### config.mk
export PLATFORM = sky130hd
export DESIGN_NAME = ods_phase_top
export DESIGN_NICKNAME = d
export VERILOG_FILES = /design/src/rtl/ods_pkg.sv /design/src/rtl/ods_phase_top.sv /design/src/rtl/ods_phase_path.sv
export SDC_FILE = /design/constraint.sdc
export NUM_CORES = 2
export LEC_CHECK = 0
export BUFFER_PORTS_ARGS = -buffer_cell sky130_fd_sc_hd__buf_4
export CAP_MARGIN = 20
export CORE_MARGIN = 2
export CORE_UTILIZATION = 45
export DETAILED_ROUTE_END_ITERATION = 8
export PLACE_DENSITY = 0.71
export SETUP_SLACK_MARGIN = 0.5
export SYNTH_ARGS = -nofsm -noshare
export SYNTH_HDL_FRONTEND = slang
export SYNTH_HIERARCHICAL = 1
export SYNTH_SLANG_ARGS = --single-unit
### constraint.sdc
create_clock -name MCLK_I -period 10.9 [get_ports MCLK_I]
set_input_delay 2.18 -clock MCLK_I [delete_from_list [all_inputs] [get_ports MCLK_I]]
set_output_delay 2.18 -clock MCLK_I [all_outputs]
set_load 0.1 [all_outputs]
### src/rtl/ods_pkg.sv
// shared layout and map of the divider phase offset registers
package ods_pkg;

    // number of divider paths served: synth2 B/C/D, synth3 A/B/C
    localparam int ODS_NPATH = 6;
    localparam int ODS_DIV_W = 16;

    // first byte address of each 16-bit setting; upper byte there, lower byte at +1
    localparam logic [7:0] ODS_OFS_S2_B = 8'hCD;
    localparam logic [7:0] ODS_OFS_S2_C = 8'hCF;
    localparam logic [7:0] ODS_OFS_S2_D = 8'hD1;
    localparam logic [7:0] ODS_OFS_S3_A = 8'hD3;
    localparam logic [7:0] ODS_OFS_S3_B = 8'hD5;
    localparam logic [7:0] ODS_OFS_S3_C = 8'hD7;
    localparam logic [7:0] ODS_OFS [ODS_NPATH] = '{ODS_OFS_S2_B, ODS_OFS_S2_C,
        ODS_OFS_S2_D, ODS_OFS_S3_A, ODS_OFS_S3_B, ODS_OFS_S3_C};

    // field positions inside one setting
    localparam int ODS_COARSE_LSB = 0;
    localparam int ODS_COARSE_W = 13;
    localparam int ODS_FINE_LSB = 13;
    localparam int ODS_FINE_W = 3;
    localparam logic [15:0] ODS_PHASE_RST = 16'h0000;

    // quadrature codes
    localparam logic [2:0] ODS_Q_0 = 3'h0;
    localparam logic [2:0] ODS_Q_M45 = 3'h1;
    localparam logic [2:0] ODS_Q_M90 = 3'h2;
    localparam logic [2:0] ODS_Q_M135 = 3'h3;
    localparam logic [2:0] ODS_Q_180 = 3'h4;
    localparam logic [2:0] ODS_Q_P135 = 3'h5;
    localparam logic [2:0] ODS_Q_P90 = 3'h6;
    localparam logic [2:0] ODS_Q_P45 = 3'h7;

    // one 16-bit setting: fine angle on top, coarse period count below
    typedef struct packed {
        logic [ODS_FINE_W-1:0] fine;
        logic signed [ODS_COARSE_W-1:0] coarse;
    } ods_phase_t;

    // decoded byte address
    typedef struct packed {
        logic hit;
        logic upper;
        logic [2:0] idx;
    } ods_dec_t;

    // quadrature code to signed count of 45-degree steps
    function automatic logic signed [3:0] ods_quad_steps(input logic [2:0] code);
        logic signed [3:0] s;
        s = 4'sh0;
        case (code)
            ODS_Q_0: s = 4'sh0;
            ODS_Q_M45: s = -4'sh1;
            ODS_Q_M90: s = -4'sh2;
            ODS_Q_M135: s = -4'sh3;
            ODS_Q_180: s = 4'sh4;
            ODS_Q_P135: s = 4'sh3;
            ODS_Q_P90: s = 4'sh2;
            ODS_Q_P45: s = 4'sh1;
            default: s = 4'sh0;
        endcase
        return s;
    endfunction

endpackage

### src/rtl/ods_phase_top.sv
`timescale 1ns/10ps
module ods_phase_top
#(
    parameter int DIV_W = ods_pkg::ODS_DIV_W
)
(
    input wire logic MCLK_I,                                    // synth clock, 250 MHz
    input wire logic SYS_RST_I,                                 // synchronous reset, high
    input wire logic [7:0] REG_ADDR_I,                          // byte register address
    input wire logic [7:0] REG_WDATA_I,                         // byte write data
    input wire logic REG_WR_I,                                  // write strobe
    input wire logic REG_RD_I,                                  // read strobe
    input wire logic [ods_pkg::ODS_NPATH-1:0][DIV_W-1:0] DIV_RATIO_I, // per-path ratio
    output logic [7:0] REG_RDATA_O,                             // read data, one cycle later
    output logic [ods_pkg::ODS_NPATH-1:0] OUT_CLK_O,            // shifted divider clocks
    output logic [ods_pkg::ODS_NPATH-1:0][3:0] FINE_STEP_O,     // signed 45 deg steps
    output logic [ods_pkg::ODS_NPATH-1:0] SLIP_BUSY_O           // coarse slip running
);
    import ods_pkg::*;

    initial
    begin
        if (DIV_W < 2 || DIV_W > 24)
            $error("ods_phase_top: DIV_W out of range");
        if (ODS_NPATH > 8)
            $error("ods_phase_top: path index wider than three bits");
    end

    ods_phase_t staged [ODS_NPATH];
    ods_phase_t next_staged [ODS_NPATH];
    ods_phase_t applied [ODS_NPATH];
    ods_phase_t next_applied [ODS_NPATH];
    logic [ODS_NPATH-1:0] upper_done;
    logic [ODS_NPATH-1:0] next_upper_done;
    logic [ODS_NPATH-1:0] lower_done;
    logic [ODS_NPATH-1:0] next_lower_done;
    logic [ODS_NPATH-1:0] apply;
    logic [ODS_NPATH-1:0] next_apply;
    logic [7:0] next_rdata;
    ods_dec_t wr_dec;
    ods_dec_t rd_dec;

    // map a byte address onto a path and byte half
    function automatic ods_dec_t ods_decode(input logic [7:0] addr);
        ods_dec_t d;
        d = '0;
        for (int i = 0; i < ODS_NPATH; i++)
        begin
            if (addr == ODS_OFS[i])
            begin
                d.hit = 1'b1;
                d.upper = 1'b1;
                d.idx = 3'(i);
            end
            else if (addr == ODS_OFS[i] + 8'h01)
            begin
                d.hit = 1'b1;
                d.upper = 1'b0;
                d.idx = 3'(i);
            end
        end
        return d;
    endfunction

    // byte writes stage, a complete pair commits
    always_comb
    begin
        wr_dec = ods_decode(REG_ADDR_I);
        next_staged = staged;
        next_applied = applied;
        next_upper_done = upper_done;
        next_lower_done = lower_done;
        next_apply = '0;
        if (REG_WR_I && wr_dec.hit)
        begin
            if (wr_dec.upper)
            begin
                next_staged[wr_dec.idx][15:8] = REG_WDATA_I;
                next_upper_done[wr_dec.idx] = 1'b1;
            end
            else
            begin
                next_staged[wr_dec.idx][7:0] = REG_WDATA_I;
                next_lower_done[wr_dec.idx] = 1'b1;
            end
        end
        for (int i = 0; i < ODS_NPATH; i++)
        begin
            if (next_upper_done[i] && next_lower_done[i])
            begin
                next_applied[i] = next_staged[i];
                next_upper_done[i] = 1'b0;
                next_lower_done[i] = 1'b0;
                next_apply[i] = 1'b1;
            end
        end
    end

    // register file state
    always_ff @(posedge MCLK_I)
    begin
        if (SYS_RST_I)
        begin
            for (int i = 0; i < ODS_NPATH; i++)
            begin
                staged[i] <= ODS_PHASE_RST;
                applied[i] <= ODS_PHASE_RST;
            end
            upper_done <= '0;
            lower_done <= '0;
            apply <= '0;
        end
        else
        begin
            staged <= next_staged;
            applied <= next_applied;
            upper_done <= next_upper_done;
            lower_done <= next_lower_done;
            apply <= next_apply;
        end
    end

    // read mux: staged bytes of the addressed path, zero elsewhere
    always_comb
    begin
        rd_dec = ods_decode(REG_ADDR_I);
        next_rdata = 8'h00;                                    // unmapped or idle reads give zero
        if (REG_RD_I && rd_dec.hit)
        begin
            if (rd_dec.upper)
                next_rdata = staged[rd_dec.idx][15:8];         // fine field and coarse top
            else
                next_rdata = staged[rd_dec.idx][7:0];          // coarse low bits
        end
    end

    // read data register, one cycle behind the strobe
    always_ff @(posedge MCLK_I)
    begin
        if (SYS_RST_I)
            REG_RDATA_O <= 8'h00;
        else
            REG_RDATA_O <= next_rdata;
    end

    // one byte per cycle can complete at most one path
    chk_one_commit: assert property (@(posedge MCLK_I) disable iff (SYS_RST_I)
        $onehot0(apply))
        else $error("two paths committed in one cycle");

    // reads outside the six settings answer zero
    chk_unmapped_read: assert property (@(posedge MCLK_I) disable iff (SYS_RST_I)
        (REG_RD_I && !rd_dec.hit) |=> (REG_RDATA_O == 8'h00))
        else $error("unmapped read returned data");

    // one independent phase engine per divider path
    generate
        for (genvar g = 0; g < ODS_NPATH; g++)
        begin : g_path
            ods_phase_path #(.DIV_W(DIV_W)) u_path (
                .clk_i(MCLK_I),
                .rst_i(SYS_RST_I),
                .ratio_i(DIV_RATIO_I[g]),
                .apply_i(apply[g]),
                .phase_i(applied[g]),
                .clk_o(OUT_CLK_O[g]),
                .fine_step_o(FINE_STEP_O[g]),
                .busy_o(SLIP_BUSY_O[g])
            );

            // a setting moves only when the partner of a pending byte lands
            chk_pair_commit: assert property (@(posedge MCLK_I) disable iff (SYS_RST_I)
                !(REG_WR_I && wr_dec.hit && wr_dec.idx == 3'(g)
                  && ((upper_done[g] && !wr_dec.upper) || (lower_done[g] && wr_dec.upper)))
                |=> $stable(applied[g]) && !apply[g])
                else $error("setting changed before both bytes written");
            // each commit copies the staged pair and clears both marks
            chk_commit_value: assert property (@(posedge MCLK_I) disable iff (SYS_RST_I)
                apply[g] |-> (applied[g] == staged[g]) && !upper_done[g] && !lower_done[g])
                else $error("committed value differs from staged bytes");
            // a foreign write leaves this path's stage alone
            chk_path_own: assert property (@(posedge MCLK_I) disable iff (SYS_RST_I)
                (REG_WR_I && wr_dec.hit && wr_dec.idx != 3'(g)) |=> $stable(staged[g]))
                else $error("write reached another path");
            // the fine output follows bits 15:13 of the committed setting
            chk_field_split: assert property (@(posedge MCLK_I) disable iff (SYS_RST_I)
                apply[g] ##1 !apply[g] |-> FINE_STEP_O[g] == ods_quad_steps(applied[g].fine))
                else $error("fine field not taken from bits 15:13");
            // a byte write lands in its own half of the stage
            chk_upper_stage: assert property (@(posedge MCLK_I) disable iff (SYS_RST_I)
                (REG_WR_I && wr_dec.hit && wr_dec.idx == 3'(g) && wr_dec.upper)
                |=> (staged[g][15:8] == $past(REG_WDATA_I)))
                else $error("upper byte not staged");
            chk_lower_stage: assert property (@(posedge MCLK_I) disable iff (SYS_RST_I)
                (REG_WR_I && wr_dec.hit && wr_dec.idx == 3'(g) && !wr_dec.upper)
                |=> (staged[g][7:0] == $past(REG_WDATA_I)))
                else $error("lower byte not staged");
            // reads return the staged bytes one cycle later
            chk_read_upper: assert property (@(posedge MCLK_I) disable iff (SYS_RST_I)
                (REG_RD_I && rd_dec.hit && rd_dec.idx == 3'(g) && rd_dec.upper)
                |=> (REG_RDATA_O == $past(staged[g][15:8])))
                else $error("upper byte read back wrong");
            chk_read_lower: assert property (@(posedge MCLK_I) disable iff (SYS_RST_I)
                (REG_RD_I && rd_dec.hit && rd_dec.idx == 3'(g) && !rd_dec.upper)
                |=> (REG_RDATA_O == $past(staged[g][7:0])))
                else $error("lower byte read back wrong");
            // a half-written setting stays pending until its partner byte
            chk_upper_wait: assert property (@(posedge MCLK_I) disable iff (SYS_RST_I)
                (upper_done[g] && !(REG_WR_I && wr_dec.hit && wr_dec.idx == 3'(g)))
                |=> upper_done[g])
                else $error("pending upper byte lost");
            chk_lower_wait: assert property (@(posedge MCLK_I) disable iff (SYS_RST_I)
                (lower_done[g] && !(REG_WR_I && wr_dec.hit && wr_dec.idx == 3'(g)))
                |=> lower_done[g])
                else $error("pending lower byte lost");
            chk_no_double: assert property (@(posedge MCLK_I) disable iff (SYS_RST_I)
                !(upper_done[g] && lower_done[g]))
                else $error("both bytes pending without commit");
        end
    endgenerate

endmodule

### src/rtl/ods_phase_path.sv
`timescale 1ns/10ps
// one post-divider path: divides the synth clock and slips its phase
module ods_phase_path
#(
    parameter int DIV_W = ods_pkg::ODS_DIV_W
)
(
    input wire logic clk_i,                        // synthesizer clock
    input wire logic rst_i,                        // synchronous reset, high
    input wire logic [DIV_W-1:0] ratio_i,          // divide ratio, 2 or more
    input wire logic apply_i,                      // new setting valid, one cycle
    input wire ods_pkg::ods_phase_t phase_i,       // setting to take
    output logic clk_o,                            // divided, shifted clock
    output logic signed [3:0] fine_step_o,         // quadrature shift, 45 deg units
    output logic busy_o                            // coarse slip still running
);
    import ods_pkg::*;

    initial
    begin
        if (DIV_W < 2 || DIV_W > 24)
            $error("ods_phase_path: DIV_W out of range");
    end

    logic [DIV_W-1:0] cnt;
    logic [DIV_W-1:0] next_cnt;
    logic signed [16:0] slip;
    logic signed [16:0] next_slip;
    logic signed [ODS_COARSE_W-1:0] cur_coarse;
    logic signed [ODS_COARSE_W-1:0] next_coarse;
    logic signed [3:0] next_fine_step;
    logic next_clk;
    logic [1:0] step;
    logic [DIV_W:0] sum;

    // slip engine: positive slip advances, negative slip delays, one period per cycle
    always_comb
    begin
        next_slip = slip;
        next_coarse = cur_coarse;
        next_fine_step = fine_step_o;
        step = 2'd1;
        if (slip > 17'sd0)
        begin
            step = 2'd2;                           // skip a synth period
            next_slip = slip - 17'sd1;
        end
        else if (slip < 17'sd0)
        begin
            step = 2'd0;                           // hold for a synth period
            next_slip = slip + 17'sd1;
        end
        if (apply_i)
        begin
            // only the change from the last setting is slipped
            next_slip = next_slip + 17'(phase_i.coarse) - 17'(cur_coarse);
            next_coarse = phase_i.coarse;
            next_fine_step = ods_quad_steps(phase_i.fine);
        end
        sum = {1'b0, cnt} + (DIV_W+1)'(step);
        if (sum >= {1'b0, ratio_i})
            sum = sum - {1'b0, ratio_i};
        if (sum >= {1'b0, ratio_i})
            sum = '0;
        next_cnt = sum[DIV_W-1:0];
        next_clk = (next_cnt < (ratio_i >> 1));
    end

    // register the path state
    always_ff @(posedge clk_i)
    begin
        if (rst_i)
        begin
            cnt <= '0;
            slip <= '0;
            cur_coarse <= '0;
            fine_step_o <= '0;
            clk_o <= 1'b0;
            busy_o <= 1'b0;
        end
        else
        begin
            cnt <= next_cnt;
            slip <= next_slip;
            cur_coarse <= next_coarse;
            fine_step_o <= next_fine_step;
            clk_o <= next_clk;
            busy_o <= (next_slip != 17'sd0);
        end
    end

    chk_advance_slip: assert property (@(posedge clk_i) disable iff (rst_i)
        (slip > 17'sd0 && !apply_i) |=> (slip == $past(slip) - 17'sd1))
        else $error("advance slip did not count down");
    chk_delay_slip: assert property (@(posedge clk_i) disable iff (rst_i)
        (slip < 17'sd0 && !apply_i) |=> (slip == $past(slip) + 17'sd1))
        else $error("delay slip did not count up");
    chk_zero_steady: assert property (@(posedge clk_i) disable iff (rst_i)
        (slip == 17'sd0 && !apply_i) |=> (slip == 17'sd0) && !busy_o)
        else $error("zero shift moved the phase");
    chk_coarse_load: assert property (@(posedge clk_i) disable iff (rst_i)
        apply_i |=> (cur_coarse == $past(phase_i.coarse)))
        else $error("coarse setting not taken");
    chk_fine_half: assert property (@(posedge clk_i) disable iff (rst_i)
        (apply_i && phase_i.fine == 3'h4) |=> (fine_step_o == 4'sh4))
        else $error("code 100 not 180 degrees");
    chk_fine_m135: assert property (@(posedge clk_i) disable iff (rst_i)
        (apply_i && phase_i.fine == 3'h3) |=> (fine_step_o == -4'sh3))
        else $error("code 011 not minus 135 degrees");
    chk_fine_hold: assert property (@(posedge clk_i) disable iff (rst_i)
        !apply_i |=> $stable(fine_step_o))
        else $error("fine shift changed without a new setting");

endmodule

==> results.ini <==
[floorplan]
io_pins = 160
die_w_um = 314
coreArea_um2 = 95200
die-area_um2 = 98600
die_h_um = 314
rows = 113
start_util = 0.455

[pwr]
peakVddDrop_mv = 0.258
switching_share = 0.457
combPwrFrac = 0.675
p_leak_uw = 0.0209
clkPwrFrac = 0.161
p_per_area_nw_per_um2 = 305
p_total_uw = 14500
p_int_uw = 7850
pwr-share-seq = 0.164
power.net_switching_uw = 6600

[drt]
drt_wl_total_um = 109000
routedWlPerCell_um = 16.6
first_iter_violations = 2922
drtPass1Iterations = 6
drt.antenna.violating_nets = 0
drc = 0
viasPerCell = 5.67
vias = 37191

[logic_synthesis]
synthCells = 5230
syn_area_um2 = 43300
yosysSeqAreaShare = 0.245
synth_fp_nets = 5868
async_reset_ff_frac = 0
synth-seq-cells = 530
syn_avg_cell_area_um2 = 8.27
synth_cell_types = 132
synth-main-ff-cell = dfxtp_1
ys_warn_count = 6
synth-edff-count = 0

[global_routing]
grt_max_degree = 94
grtUsageTotal = 0.217
grt_pass1_wl_um = 180000
use_met2 = 0.347
antenna_found_initial = 12
met1_usage = 0.300
top_usage_layer = met2
grt.overflow.total = 0
grt_pass1_vias = 35757
globalRouteMet3Util = 0.0339

[cts]
cts_made_buffers = 66
cts_root_buffer = clkbuf_16
insertion_delay_ns = 0.61
cts_tree = built
clk_path_buf_depth = 3
hold_buffers = 0
post_cts_resized = 0
clk_pin_slew_ns = 0.06
cts_max_level = 3
cts_setup_buffers = 0
cts.sinks = 530

[worst_setup_path]
max_stage_delay_ns = 0.68
required_ns = 11.46
crit_buf_inv = 2
arrival_ns = 9.87
startpoint_type = flip-flop
endpoint_kind = flip-flop
timing.reg2reg.setup_slack_ns = 1.59
crit_family = compound AO/OA/AOI/OAI gates
r2r.worst_path.cells = 38
critical-path-slowest-cell = o22ai_2
r2r_start = g_path[3].u_path/slip[0]
crit_type = reg -> reg
path_max_fanout = 20
r2r-end = g_path[3].u_path/clk_o

[placed_design]
hpwl_um = 81900
pre_cts_slack_ns = 1.63
dp.cells = 6436
place.port_buffers = 159
placed_cell_area_um2 = 45100
gp_congestion = 0.941

[timing]
max_slew_margin = 0.285
finalClockSkew_ns = 0.0220
setup_violations = 0
post-route-min-period_ns = 9.31
tightest_slew_ns = 1.07
finalCritPeriodShare = 0.854
setup_ws_ns = 1.59
rsz0062_at_grt = no
fmax_mhz = 107
slew_viol_final = 0
hold_violations = 0
tns_ns = 0

[layout]
area_delta_synth_final_pct = 9.64
fin_nets = 5877
fin_cells = 6556
final_layout_size_suffix_gt1_frac = 0.0900
mostFrequentLayoutCells = nor2_1 (620), dfxtp_1 (524), ha_1 (414), inv_1 (407), a21oi_1 (296)
final_common_cell = nor2_1
fin_area_um2 = 47400

[run_status]
outcome = completed

[min_path]
min_from = upper_done[5]
hp-class = reg -> reg
hold_depth = 1
min_to = lower_done[5]

[job]
max_cap_violations = 0

## flip-flops by register name (all words and copies together) (netlist names)
name,cells
g_path.u_path/cur_coarse,78
applied,96
upper_done,6
lower_done,6
g_path.u_path/cnt,96
g_path.u_path/clk_o,6
g_path.u_path/slip,102
g_path.u_path/fine_step_o,24
REG_RDATA_O,8
staged,96
apply,6
g_path.u_path/busy_o,6
## through the flow
step | hold WS [ns] | utilization
global route | 0.479 | 0.498
global placement | 0.431 | 0.474
CTS | 0.460 | 0.498
finish | 0.470 | 0.498
floorplan | 0.424 | -
detailed placement | 0.451 | 0.474
## power by group through the flow
| stage | combinational, µW | sequential [µW] | clock [µW] |
|---|---|---|---|
| floorplan | 7930 | 2320 | 0 |
| global placement | 9410 | 2410 | 0 |
| detailed placement | 9580 | 2410 | 0 |
| CTS | 9690 | 2370 | 2380 |
| global route | 11000 | 2410 | 2460 |
| finish | 9760 | 2380 | 2320 |
## per-layer routing
layer  part of all wire  up-vias
li1                   -    18605
met1               0.48    17518
met2               0.45      877
met3              0.054      175
met4              0.024       16
met5            0.00097        -
## worst max-delay path by stage
stage / start / end / slack [ns] / cells past startpoint
floorplan: g_path[3].u_path/slip[0] / g_path[3].u_path/clk_o / 2.56 / 40
global placement: g_path[3].u_path/slip[0] / g_path[3].u_path/clk_o / 1.81 / 38
detailed placement: g_path[3].u_path/slip[0] / g_path[3].u_path/clk_o / 1.63 / 38
CTS: g_path[3].u_path/slip[0] / g_path[3].u_path/clk_o / 1.62 / 38
global route: g_path[3].u_path/slip[0] / g_path[3].u_path/clk_o / 0.87 / 38
finish: g_path[3].u_path/slip[0] / g_path[3].u_path/clk_o / 1.59 / 38
## area by class of cell
cell class / count / area [µm²]
fillers: 9065 / 47700
multi-input cells: 4049 / 30000
flip-flops and latches: 530 / 10600
clock buffers: 83 / 1810
well taps: 1265 / 1580
inverters: 409 / 1540
repair buffers: 183 / 1380
clock inverters: 36 / 490
diodes: 1 / 2.50
## synthesized netlist by cell type (108+ instances only)
cell type  number  area [µm²]
a21o_1        144        1080
a21oi_1       297        1490
clkbuf_1      140         526
dfxtp_1       530       10600
fa_1          108        2160
ha_1          414        5180
inv_1         407        1530
mux2i_1       255        2550
nand2_1       286        1070
nand3_1       134         671
nor2_1        620        2330
nor3_1        166         831
o21ai_0       162         811
xnor2_1       210        1840
## logic make-up after synthesis
group | Yosys count | share of synthesized area
AND/OR/NAND/NOR | 1786 | 0.210
AO/OA/AOI/OAI | 1121 | 0.176
buffers and inverters | 651 | 0.0618
flip-flops | 530 | 0.245
adder cells (fa/ha/maj) | 522 | 0.170
XOR/XNOR | 314 | 0.0642
multiplexers | 306 | 0.0725
## worst register-to-register path: cells and delay by family (launching register included)
kind / cells / cell delay, ns
and+or+nand+nor: 11 / 2.95
muxes: 1 / 0.46
xor gates and xnor gates: 1 / 0.14
AOI/OAI and AO/OA: 17 / 3.59
DFF: 1 / 0.35
adders and majority gates: 6 / 1.58
buffers and inverters: 2 / 0.18
(Power assumes the default switching activity.)
